`config.mk`:
```
export PLATFORM = sky130hd
export DESIGN_NAME = scrc_top
export DESIGN_NICKNAME = d
export VERILOG_FILES = /design/src/include/scrc_pkg.sv /design/src/hdl/scrc_top.sv
export VERILOG_INCLUDE_DIRS = /design/src /design/src/include
export SDC_FILE = /design/constraint.sdc
export NUM_CORES = 1
export LEC_CHECK = 0
export ABC_CLOCK_PERIOD_IN_PS = 2600
export BUFFER_PORTS_ARGS = -buffer_cell sky130_fd_sc_hd__buf_2
export CAP_MARGIN = 15
export CORE_UTILIZATION = 50
export DETAILED_ROUTE_END_ITERATION = 6
export GPL_TIMING_DRIVEN = 0
export PLACE_DENSITY = 0.86
export SLEW_MARGIN = 20
export SYNTH_ARGS = -nofsm -noshare
export SYNTH_HDL_FRONTEND = slang
export SYNTH_SLANG_ARGS = --single-unit
export TNS_END_PERCENT = 5
```
`constraint.sdc`:
```
create_clock -name REF_CLK -period 2.6 [get_ports REF_CLK]
set_clock_uncertainty 0.15 [all_clocks]
set_input_delay 0.52 -clock REF_CLK [delete_from_list [all_inputs] [get_ports REF_CLK]]
set_output_delay 0.52 -clock REF_CLK [all_outputs]
set_load 0.01 [all_outputs]
```
`src/include/scrc_map.svh`:
```
`ifndef SCRC_MAP_SVH
`define SCRC_MAP_SVH

// ========================================
// register byte offsets
`define SCRC_OFS_STATUS 8'h00
`define SCRC_OFS_PLAT   8'h04
`define SCRC_OFS_CORE0  8'h08
`define SCRC_OFS_CORE1  8'h0C
`define SCRC_OFS_MEM    8'h10
`define SCRC_OFS_CTRL   8'h14

// ========================================
// field positions
`define SCRC_ST_LOCKED  0
`define SCRC_ST_SYNC    1
`define SCRC_ST_PRSV    2
`define SCRC_ST_CRSV    3
`define SCRC_MULT_LSB   8
`define SCRC_MEM_REFSEL 8
`define SCRC_CTRL_MCKEN 0

// ========================================
// reset values and codes
`define SCRC_CTRL_RST   1'h1
`define SCRC_MEM_SYNC   3'h7
`define SCRC_RESP_OKAY  2'h0
`define SCRC_RESP_SLV   2'h2

// ========================================
// timing: strap settle time after reset release
`define SCRC_CLK_NS     40
`define SCRC_SETTLE_NS  200
`define SCRC_SETTLE_CYC ((`SCRC_SETTLE_NS + `SCRC_CLK_NS - 1) / `SCRC_CLK_NS)

`endif

```
`src/include/scrc_pkg.sv`:
```
`default_nettype none
// ========================================
// types shared by the clock ratio block
package scrc_pkg;
    // strap capture sequence
    typedef enum logic [1:0] {
        ST_SETTLE,
        ST_SAMPLE,
        ST_LOCKED
    } scrc_state_t;
endpackage
`default_nettype wire

```
`src/hdl/scrc_top.sv`:
```
// ========================================
// Overview of operation
// - platform clock equals reference times strap ratio
// - platform codes 4,5,6,8,10,12; 110/111 reserved
// - core0 ratio 3:2..7:2; codes 000-010 reserved
// - each core ratio from its own straps
// - synchronous memory clock is half platform clock
// - asynchronous memory PLL uses memory reference clock
// - memory clock outputs run at half data rate
// - memory strap 111 selects synchronous mode
//
// Chosen here: register access over AXI4-Lite and the address map.
`timescale 1ns/100ps
`include "scrc_map.svh"
`default_nettype none

module scrc_top #(
    parameter int SETTLE_CYC = `SCRC_SETTLE_CYC,
    parameter int NUM_MCK    = 6
) (
    // clock and reset
    input  wire logic               REF_CLK,
    input  wire logic               RSTN,
    // straps from the board
    input  wire logic [2:0]         PLATFORM_RATIO_STRAPS,
    input  wire logic               CORE0_RATIO_STRAP_MSB,
    input  wire logic               CORE0_RATIO_STRAP_MID,
    input  wire logic               CORE0_RATIO_STRAP_LSB,
    input  wire logic [2:0]         CORE1_RATIO_STRAPS,
    input  wire logic [2:0]         MEM_PLL_CFG_STRAPS,
    // pll controls
    output logic [3:0]              PLAT_PLL_MULT,
    output logic                    PLAT_PLL_EN,
    output logic [2:0]              CORE0_PLL_HALF_MULT,
    output logic                    CORE0_PLL_EN,
    output logic [2:0]              CORE1_RATIO_CODE,
    output logic                    MEM_PLL_EN,
    output logic                    MEM_PLL_REF_SEL,
    output logic                    MEM_CLK_DIV2_SEL,
    output logic                    CFG_LOCKED,
    // memory clock outputs
    output logic [NUM_MCK-1:0]      MEM_CLK_P,
    output logic [NUM_MCK-1:0]      MEM_CLK_N,
    // axi4-lite slave
    input  wire logic [7:0]         S_AXI_AWADDR,
    input  wire logic               S_AXI_AWVALID,
    output logic                    S_AXI_AWREADY,
    input  wire logic [31:0]        S_AXI_WDATA,
    input  wire logic [3:0]         S_AXI_WSTRB,
    input  wire logic               S_AXI_WVALID,
    output logic                    S_AXI_WREADY,
    output logic [1:0]              S_AXI_BRESP,
    output logic                    S_AXI_BVALID,
    input  wire logic               S_AXI_BREADY,
    input  wire logic [7:0]         S_AXI_ARADDR,
    input  wire logic               S_AXI_ARVALID,
    output logic                    S_AXI_ARREADY,
    output logic [31:0]             S_AXI_RDATA,
    output logic [1:0]              S_AXI_RRESP,
    output logic                    S_AXI_RVALID,
    input  wire logic               S_AXI_RREADY
);

    // ========================================
    // decode functions
    // platform multiplier, zero for reserved codes
    function automatic logic [3:0] plat_mult(input logic [2:0] code);
        unique case (code)
            3'h0:    plat_mult = 4'h4;
            3'h1:    plat_mult = 4'h5;
            3'h2:    plat_mult = 4'h6;
            3'h3:    plat_mult = 4'h8;
            3'h4:    plat_mult = 4'hA;
            3'h5:    plat_mult = 4'hC;
            default: plat_mult = 4'h0;
        endcase
    endfunction

    // core0 ratio in halves, zero for reserved codes
    function automatic logic [2:0] core0_half(input logic [2:0] code);
        core0_half = (code >= 3'h3) ? code : 3'h0;
    endfunction

    // address is one of the six registers
    function automatic logic addr_mapped(input logic [7:0] a);
        addr_mapped = (a[1:0] == 2'h0) && (a <= `SCRC_OFS_CTRL);
    endfunction

    // ========================================
    // strap synchronisers, three stages
    logic [11:0] strap_pins;            // all straps gathered
    logic [11:0] sync1_ff;              // first stage, read only by second
    logic [11:0] sync2_ff;              // second stage
    logic [11:0] sync3_ff;              // third stage

    assign strap_pins = {MEM_PLL_CFG_STRAPS, CORE1_RATIO_STRAPS,
                         CORE0_RATIO_STRAP_MSB, CORE0_RATIO_STRAP_MID,
                         CORE0_RATIO_STRAP_LSB, PLATFORM_RATIO_STRAPS};

    // shift register, constant under reset
    always_ff @(posedge REF_CLK or negedge RSTN)
    begin
        if (!RSTN)
        begin
            sync1_ff <= 12'h000;
            sync2_ff <= 12'h000;
            sync3_ff <= 12'h000;
        end
        else
        begin
            sync1_ff <= strap_pins;
            sync2_ff <= sync1_ff;
            sync3_ff <= sync2_ff;
        end
    end

    // ========================================
    // strap capture and ratio decode
    scrc_pkg::scrc_state_t state_ff;        // capture sequence
    scrc_pkg::scrc_state_t nxt_state;
    logic [7:0]  settle_cnt_ff;             // settle counter
    logic [7:0]  nxt_settle_cnt;
    logic [11:0] strap_ff;                  // latched strap codes
    logic [11:0] nxt_strap;
    logic [3:0]  plat_mult_ff;
    logic [3:0]  nxt_plat_mult;
    logic        plat_en_ff;
    logic        nxt_plat_en;
    logic [2:0]  core0_half_ff;
    logic [2:0]  nxt_core0_half;
    logic        core0_en_ff;
    logic        nxt_core0_en;
    logic        mem_sync_ff;               // synchronous memory mode
    logic        nxt_mem_sync;
    logic        locked_ff;
    logic        nxt_locked;

    // wait the settle time, latch once the last stages agree
    always_comb
    begin
        nxt_state      = state_ff;
        nxt_settle_cnt = settle_cnt_ff;
        nxt_strap      = strap_ff;
        nxt_locked     = locked_ff;
        unique case (state_ff)
            scrc_pkg::ST_SETTLE:
            begin
                if (settle_cnt_ff >= 8'(SETTLE_CYC - 1))
                    nxt_state = scrc_pkg::ST_SAMPLE;
                else
                    nxt_settle_cnt = settle_cnt_ff + 8'h01;
            end
            scrc_pkg::ST_SAMPLE:
            begin
                // latch only a settled value
                if (sync2_ff == sync3_ff)
                begin
                    nxt_strap  = sync3_ff;
                    nxt_locked = 1'b1;
                    nxt_state  = scrc_pkg::ST_LOCKED;
                end
            end
            scrc_pkg::ST_LOCKED:
            begin
                // later pin changes are ignored
                nxt_state = scrc_pkg::ST_LOCKED;
            end
        endcase
        // platform multiplier from its own field
        nxt_plat_mult  = nxt_locked ? plat_mult(nxt_strap[2:0]) : 4'h0;
        nxt_plat_en    = nxt_locked && (nxt_plat_mult != 4'h0);
        // core0 ratio from its own straps
        nxt_core0_half = nxt_locked ? core0_half(nxt_strap[5:3]) : 3'h0;
        nxt_core0_en   = nxt_locked && (nxt_core0_half != 3'h0);
        // memory strap 111 means synchronous
        nxt_mem_sync   = nxt_strap[11:9] == `SCRC_MEM_SYNC;
    end

    // capture registers
    always_ff @(posedge REF_CLK or negedge RSTN)
    begin
        if (!RSTN)
        begin
            state_ff      <= scrc_pkg::ST_SETTLE;
            settle_cnt_ff <= 8'h00;
            strap_ff      <= 12'h000;
            plat_mult_ff  <= 4'h0;
            plat_en_ff    <= 1'b0;
            core0_half_ff <= 3'h0;
            core0_en_ff   <= 1'b0;
            mem_sync_ff   <= 1'b0;
            locked_ff     <= 1'b0;
        end
        else
        begin
            state_ff      <= nxt_state;
            settle_cnt_ff <= nxt_settle_cnt;
            strap_ff      <= nxt_strap;
            plat_mult_ff  <= nxt_plat_mult;
            plat_en_ff    <= nxt_plat_en;
            core0_half_ff <= nxt_core0_half;
            core0_en_ff   <= nxt_core0_en;
            mem_sync_ff   <= nxt_mem_sync;
            locked_ff     <= nxt_locked;
        end
    end

    assign PLAT_PLL_MULT       = plat_mult_ff;
    assign PLAT_PLL_EN         = plat_en_ff;
    assign CORE0_PLL_HALF_MULT = core0_half_ff;
    assign CORE0_PLL_EN        = core0_en_ff;
    assign CORE1_RATIO_CODE    = strap_ff[8:6];
    assign CFG_LOCKED          = locked_ff;
    // sync: platform divided by two; async: own pll
    assign MEM_CLK_DIV2_SEL    = mem_sync_ff;
    assign MEM_PLL_REF_SEL     = !mem_sync_ff;
    assign MEM_PLL_EN          = locked_ff && !mem_sync_ff;

    // ========================================
    // memory clock pairs, half the data-rate clock
    logic ctrl_mcken_ff;                    // software output enable
    logic mck_ff;
    logic nxt_mck;

    // toggle each data beat while running
    always_comb
    begin
        nxt_mck = (locked_ff && ctrl_mcken_ff) ? !mck_ff : 1'b0;
    end

    always_ff @(posedge REF_CLK or negedge RSTN)
    begin
        if (!RSTN)
            mck_ff <= 1'b0;
        else
            mck_ff <= nxt_mck;
    end

    // one complementary pair per output
    generate
        for (genvar i = 0; i < NUM_MCK; i++)
        begin : g_mck
            always_ff @(posedge REF_CLK or negedge RSTN)
            begin
                if (!RSTN)
                begin
                    MEM_CLK_P[i] <= 1'b0;
                    MEM_CLK_N[i] <= 1'b1;
                end
                else
                begin
                    MEM_CLK_P[i] <= nxt_mck;
                    MEM_CLK_N[i] <= !nxt_mck;
                end
            end
        end
    endgenerate

    // ========================================
    // axi4-lite write channel
    logic [7:0]  awaddr_ff;
    logic [7:0]  nxt_awaddr;
    logic        aw_have_ff;
    logic        nxt_aw_have;
    logic [31:0] wdata_ff;
    logic [31:0] nxt_wdata;
    logic        wstrb0_ff;
    logic        nxt_wstrb0;
    logic        w_have_ff;
    logic        nxt_w_have;
    logic        awready_ff;
    logic        nxt_awready;
    logic        wready_ff;
    logic        nxt_wready;
    logic        bvalid_ff;
    logic        nxt_bvalid;
    logic [1:0]  bresp_ff;
    logic [1:0]  nxt_bresp;
    logic        nxt_ctrl_mcken;

    // take address and data in any order, answer when both held
    always_comb
    begin
        nxt_awaddr     = awaddr_ff;
        nxt_wdata      = wdata_ff;
        nxt_wstrb0     = wstrb0_ff;
        nxt_bresp      = bresp_ff;
        nxt_ctrl_mcken = ctrl_mcken_ff;
        nxt_bvalid     = bvalid_ff && !S_AXI_BREADY;
        nxt_aw_have    = aw_have_ff || (S_AXI_AWVALID && awready_ff);
        nxt_w_have     = w_have_ff || (S_AXI_WVALID && wready_ff);
        if (S_AXI_AWVALID && awready_ff)
            nxt_awaddr = S_AXI_AWADDR;
        if (S_AXI_WVALID && wready_ff)
        begin
            nxt_wdata  = S_AXI_WDATA;
            nxt_wstrb0 = S_AXI_WSTRB[0];
        end
        if (nxt_aw_have && nxt_w_have && !bvalid_ff)
        begin
            // only the control register is writable
            if (nxt_awaddr == `SCRC_OFS_CTRL && nxt_wstrb0)
                nxt_ctrl_mcken = nxt_wdata[`SCRC_CTRL_MCKEN];
            nxt_bresp   = addr_mapped(nxt_awaddr) ? `SCRC_RESP_OKAY : `SCRC_RESP_SLV;
            nxt_bvalid  = 1'b1;
            nxt_aw_have = 1'b0;
            nxt_w_have  = 1'b0;
        end
        nxt_awready = !nxt_aw_have && !nxt_bvalid;
        nxt_wready  = !nxt_w_have && !nxt_bvalid;
    end

    always_ff @(posedge REF_CLK or negedge RSTN)
    begin
        if (!RSTN)
        begin
            awaddr_ff     <= 8'h00;
            aw_have_ff    <= 1'b0;
            wdata_ff      <= 32'h0000_0000;
            wstrb0_ff     <= 1'b0;
            w_have_ff     <= 1'b0;
            awready_ff    <= 1'b0;
            wready_ff     <= 1'b0;
            bvalid_ff     <= 1'b0;
            bresp_ff      <= 2'h0;
            ctrl_mcken_ff <= `SCRC_CTRL_RST;
        end
        else
        begin
            awaddr_ff     <= nxt_awaddr;
            aw_have_ff    <= nxt_aw_have;
            wdata_ff      <= nxt_wdata;
            wstrb0_ff     <= nxt_wstrb0;
            w_have_ff     <= nxt_w_have;
            awready_ff    <= nxt_awready;
            wready_ff     <= nxt_wready;
            bvalid_ff     <= nxt_bvalid;
            bresp_ff      <= nxt_bresp;
            ctrl_mcken_ff <= nxt_ctrl_mcken;
        end
    end

    assign S_AXI_AWREADY = awready_ff;
    assign S_AXI_WREADY  = wready_ff;
    assign S_AXI_BVALID  = bvalid_ff;
    assign S_AXI_BRESP   = bresp_ff;

    // ========================================
    // axi4-lite read channel
    logic        arready_ff;
    logic        nxt_arready;
    logic        rvalid_ff;
    logic        nxt_rvalid;
    logic [31:0] rdata_ff;
    logic [31:0] nxt_rdata;
    logic [1:0]  rresp_ff;
    logic [1:0]  nxt_rresp;

    // one read at a time, data one cycle after the address
    always_comb
    begin
        nxt_rdata   = rdata_ff;
        nxt_rresp   = rresp_ff;
        nxt_rvalid  = rvalid_ff && !S_AXI_RREADY;
        if (S_AXI_ARVALID && arready_ff)
        begin
            nxt_rvalid = 1'b1;
            nxt_rresp  = addr_mapped(S_AXI_ARADDR) ? `SCRC_RESP_OKAY : `SCRC_RESP_SLV;
            nxt_rdata  = 32'h0000_0000;
            unique case (S_AXI_ARADDR)
                `SCRC_OFS_STATUS:
                begin
                    nxt_rdata[`SCRC_ST_LOCKED] = locked_ff;
                    nxt_rdata[`SCRC_ST_SYNC]   = mem_sync_ff;
                    nxt_rdata[`SCRC_ST_PRSV]   = locked_ff && !plat_en_ff;
                    nxt_rdata[`SCRC_ST_CRSV]   = locked_ff && !core0_en_ff;
                end
                `SCRC_OFS_PLAT:
                    nxt_rdata[11:0] = {plat_mult_ff, 5'h00, strap_ff[2:0]};
                `SCRC_OFS_CORE0:
                    nxt_rdata[10:0] = {core0_half_ff, 5'h00, strap_ff[5:3]};
                `SCRC_OFS_CORE1:
                    nxt_rdata[2:0] = strap_ff[8:6];
                `SCRC_OFS_MEM:
                    nxt_rdata[8:0] = {!mem_sync_ff, 5'h00, strap_ff[11:9]};
                `SCRC_OFS_CTRL:
                    nxt_rdata[`SCRC_CTRL_MCKEN] = ctrl_mcken_ff;
                default:
                    nxt_rdata = 32'h0000_0000;
            endcase
        end
        nxt_arready = !nxt_rvalid;
    end

    always_ff @(posedge REF_CLK or negedge RSTN)
    begin
        if (!RSTN)
        begin
            arready_ff <= 1'b0;
            rvalid_ff  <= 1'b0;
            rdata_ff   <= 32'h0000_0000;
            rresp_ff   <= 2'h0;
        end
        else
        begin
            arready_ff <= nxt_arready;
            rvalid_ff  <= nxt_rvalid;
            rdata_ff   <= nxt_rdata;
            rresp_ff   <= nxt_rresp;
        end
    end

    assign S_AXI_ARREADY = arready_ff;
    assign S_AXI_RVALID  = rvalid_ff;
    assign S_AXI_RDATA   = rdata_ff;
    assign S_AXI_RRESP   = rresp_ff;
endmodule

`default_nettype wire

```
# After elaboration in Yosys (flattened, before gate mapping)
# Cells that the tools add are included.
totals:
  reg_bits: 105
  input_bits: 71
  wordCells: 122
classes:
  n_lt_le_gt_ge: 4
  n_reduce_logical: 43
  n_bitwise: 1
  eq_ne: 17
  add_sub_neg: 1
  muxes: 27
ops:
  columns: ["operator", "n"]
  rows:
  - ["8-bit by 5-bit equality test with 1-bit output (second input constant)", 3]
  - ["12-bit 2-to-1 mux", 2]
  - ["4-bit case mux with 6 select lines", 1]
  - ["1-bit logical AND", 18]
  - ["8-bit by 4-bit equality test with 1-bit output (second input constant)", 2]
  - ["8-bit by 5-bit less-or-equal comparator with 1-bit output (second input constant)", 2]
  - ["5-bit case mux with 3 select lines", 1]
  - ["12-bit equality test", 1]
  - ["1-bit zero test", 12]
  - ["1-bit 2-to-1 mux", 11]
  - ["2-bit case mux with 5 select lines", 1]
  - ["3-bit equality test (second input constant)", 3]
  - ["8-bit by 1-bit adder with 8-bit output (second input constant)", 1]
  - ["8-bit by 3-bit equality test with 1-bit output (second input constant)", 1]
  - ["8-bit by 3-bit >= comparator with 1-bit output (second input constant)", 1]
  - ["8-bit zero test", 1]
  - ["2-bit 2-to-1 mux", 4]
  - ["8-bit 2-to-1 mux", 1]
  - ["2-bit AND reduction", 4]
  - ["3-bit by 2-bit equality test with 1-bit output (second input constant)", 2]
  - ["2-bit zero test", 3]
  - ["3-bit 2-to-1 mux", 2]
  - ["1-bit case mux with 6 select lines", 1]
  - ["2-bit case mux with 3 select lines", 1]
  - ["12 further kinds", 14]

# Longest topological paths before layout
depth:
  word_depth: 8
  depth_mapped: 7
  mapped_depth_nobuf: 5

# Worst setup path before layout
# OpenSTA, ideal clock, no wires.
synth_path:
  path_type: "in2reg"
  startpoint: "input S_AXI_AWADDR[5]"
  endpoint: "register ctrl_mcken_ff"
  cell_stages: 5
  setup_slack_ns: 0.670
  arrival_time_ns: 1.698
  setup_ns: 0.082
  cell_sequence: "or4_1 > nor3_1 > o21ai_0 > nor2_1 > mux2_2"
synth_between:
  elab_chain_cells: 4
synth_rtl:
  columns: ["element", "line_no", "rtl"]
  rows:
  - ["start, declared", "scrc_top.sv:45", "input wire logic [7:0] S_AXI_AWADDR,"]
  - ["8-bit 2-to-1 mux", "scrc_top.sv:292", "if (S_AXI_AWVALID && awready_ff)"]
  - ["8-bit by 5-bit equality test with 1-bit output (no source line)", null, null]
  - ["1-bit logical AND", "scrc_top.sv:302", "if (nxt_awaddr == `SCRC_OFS_CTRL && nxt_wstrb0)"]
  - ["2-bit AND reduction (no source line)", null, null]
  - ["end signal, assigned", "scrc_top.sv:326", "ctrl_mcken_ff <= `SCRC_CTRL_RST;"]
  - ["end signal, assigned", "scrc_top.sv:339", "ctrl_mcken_ff <= nxt_ctrl_mcken;"]
  - ["end, declared", "scrc_top.sv:221", "logic ctrl_mcken_ff;"]
# No other way between the ends.
# A chain may end at the register's enable or synchronous reset.

# Worst setup path after layout
layout_path:
  startpoint: "register locked_ff, in the netlist CFG_LOCKED"
  endpoint: "output MEM_PLL_EN"
layout_between:
  elab_chain_cells: 1
layout_rtl:
  columns: ["element", "line_no", "rtl"]
  rows:
  - ["start, declared", "scrc_top.sv:135", "logic locked_ff;"]
  - ["start signal, assigned", "scrc_top.sv:204", "locked_ff <= nxt_locked;"]
  - ["1-bit logical AND", "scrc_top.sv:217", "assign MEM_PLL_EN = locked_ff && !mem_sync_ff;"]
  - ["end, declared", "scrc_top.sv:37", "output logic MEM_PLL_EN,"]
# No other way between the ends.

==> impl_metrics.ini <==
[status]
outcome = finished, final reports clean

[floorplanning]
pin_count = 140
die-area_sq_um = 8779
initial_utilization_pct = 51.42
num_rows = 33
die_h_microns = 93.70
core_region_area_sq_um = 8175
fp.dieW_microns = 93.70

[clock_network]
cts_sinks = 99
cts_tree = built
cts_buffers = 9
cts.clk_slew.worst_paths_ps = 100
clock_path_buffers = 2
clkLatencyLatePin_ps = 370
post-cts-setup-buffer-count = 0
cts_max_level = 3
root_buffer = clkbuf_8

[timing]
max_freq_mhz = 444.6
grt_setup_unrepaired = no
setup_viol = 0
layout_min_cycle_time_ps = 2249
setup_ws_ps = 350.9
finalCritPeriodShare_pct = 86.50
report.final.slew_viol_count = 0
hold_violations = 0

[synthesis]
ys_seq_area_share_pct = 58.99
ys_ff_latch = 99
synth_edf_count = 0
synth_cell_type_count = 47
ys.flop_type = dfrtp_1
synthArstFlopShare_pct = 100.0
ys_warn_count = 0
synth_area_sq_um = 4204
yosys-top-cells-area = dfrtp_1 58%, buf_4 7.1%, mux2_2 5.1%
synth_cells = 353
synth_top_area_cell = dfrtp_1
synth_top_area_share_pct = 57.74
avgSynthCellArea_sq_um = 11.91

[worst_setup_path]
cp_slowest_stage_delay_ps = 470
r2r-end = CORE0_PLL_HALF_MULT[1]
crit_chain = clkbuf_1 > nor2b_1 > buf_2
r2r_start = sync3_ff[2]
crit_path_start_kind = flip-flop
slowest_stage = dfrtp_1
cp_num_buf_inv = 2
cp.required_ps = 1930
critPathMaxFanout = 10
critPathKind = reg2out
arrival_ps = 1580
ff2ff_setup_slack_ps = 440
cpLargestDelayFamily = buffers and inverters
rr_worst_depth = 6
crit_path_end_kind = primary output

[finish]
nets = 544
final_common_cell = dfrtp_1
syn_to_final_growth_pct = 20.45
final_cell_mix = 97 x dfrtp_1, 80 x buf_2, 40 x buf_4, 26 x nand2_1, 26 x conb_1
fillerInstances = 652
antenna_cells = 0
drive_gt1_share_pct = 36.29

[global_routing]
antenna_found_initial = 0
grt_max_degree = 58
grt_pass1_vias = 2694
grt_pass1_wl_mm = 12.28
grtUsageTotal_pct = 18.44
overflow = 0

[route]
drtPass1Iterations = 4
routedWlPerCell_microns = 12.73
routed_wl_mm = 7.368
drt_iter0_drc = 87
drc = 0
via_per_inst = 4.807
antenna_left = 0
num_vias = 2783

[placement]
place.gp.congestion = 0.8581
port_buffers = 78
preCtsSetupSlack_ps = 448.4
hpwl_mm = 5.534

[hold_path]
holdPathEnd = sync1_ff[3]
min-delay-path-class = in2reg
holdPathStages = 1
min_from = CORE0_RATIO_STRAP_LSB

[flow_run]
cap_violations = 0

[pwr]
p_total_mw = 3.298
ir_worst_vdd_v = 0.0003719
power.density_nw_per_um2 = 651.3
power_leakage_nw = 2.609
==> routing by layer <==
| metal | vias to the layer above | share of wire [%] | GRT usage [%] |
|---|---|---|---|
| met2 | 99 | 49 | 30.66 |
| met4 | 0 | 1.5 | 6.538 |
| met3 | 11 | 5.7 | 5.178 |
| li1 | 1364 | - | - |
| met1 | 1309 | 43 | 23.06 |
| met5 | - | 0 | 0 |
==> stage by stage <==
stage               setup TNS (ps)  instances  utilization (%)  instance area (sq um)  hold WS [ps]
floorplan                        0        378                -                   4298         74.41
global route                     0        579            61.94                   5064         67.39
finish                           0        579            61.94                   5064         98.05
global placement            -978.6        561            58.95                   4820         184.2
CTS                              0        579            61.94                   5064         76.34
detailed placement               0        562            59.37                   4853         186.3
==> flip-flops by register name, indices dropped and copies added (netlist names), 2 cells and up <==
register             flops
PLAT_PLL_MULT            4
S_AXI_RDATA              8
CORE0_PLL_HALF_MULT      3
settle_cnt_ff            8
sync3_ff                12
state_ff                 2
sync1_ff                12
sync2_ff                12
awaddr_ff                8
strap_ff                12
==> repair_timing <==
action	CTS	global route
hold buffers	1	0
resized for setup	0	0
endpoints found under the hold margin	42	0
==> Yosys cell counts, types with 3 or more instances <==
master    count
nand3_1       6
a21o_1        5
buf_2         3
nand2_1      26
clkbuf_1     14
ha_1          4
dfrtp_1      97
buf_4        40
mux2_4        6
nor2_1       14
a21oi_1       4
mux2_2       19
mux2i_1       5
inv_1        12
nand4_1       3
nor4_1        6
a22oi_1       3
o21ai_0      24
nor3_1        7
xor2_1       13
nor2b_1       5
==> final cells by class <==
type / count / area, sq um / share of cell area (%)
well taps: 105 / 131.4 / 2.595
repair buffers: 80 / 434.2 / 8.574
multi-input cells: 209 / 1394 / 27.53
clock inverters: 6 / 62.56 / 1.235
plain buffers: 58 / 379.1 / 7.487
flip-flops and latches: 99 / 2480 / 48.97
clock buffers: 10 / 137.6 / 2.718
inverters: 12 / 45.04 / 0.8895
==> worst max path at each step <==
stage	startpoint	slack (ps)	cells past startpoint	to
final	CFG_LOCKED	350	3	MEM_PLL_EN
after global routing	CFG_LOCKED	290	3	MEM_PLL_EN
after CTS	CFG_LOCKED	340	3	MEM_PLL_EN
after detailed placement	S_AXI_AWADDR[5]	450	6	ctrl_mcken_ff
after global placement	RSTN	-10	1	S_AXI_RDATA[10]
after floorplan	S_AXI_AWADDR[5]	670	5	ctrl_mcken_ff
==> kinds of logic after synthesis <==
kind of cell	count (synthesis)	synth area share (%)
AOI/OAI and AO/OA	48	7.263
xor gates and xnor gates	15	3.125
adders and majority gates	4	1.191
buffers and inverters	70	10.09
DFF	99	58.99
muxes	30	8.423
other	1	0.08920
and+or+nand+nor	86	10.83
==> where the power goes <==
| part | internal, mW | switching [mW] |
|---|---|---|
| sequential | 1.71 | 0.0924 |
| clock | 0.404 | 0.555 |
| combinational | 0.262 | 0.270 |
Note: power is estimated with default switching activity, not from simulation.
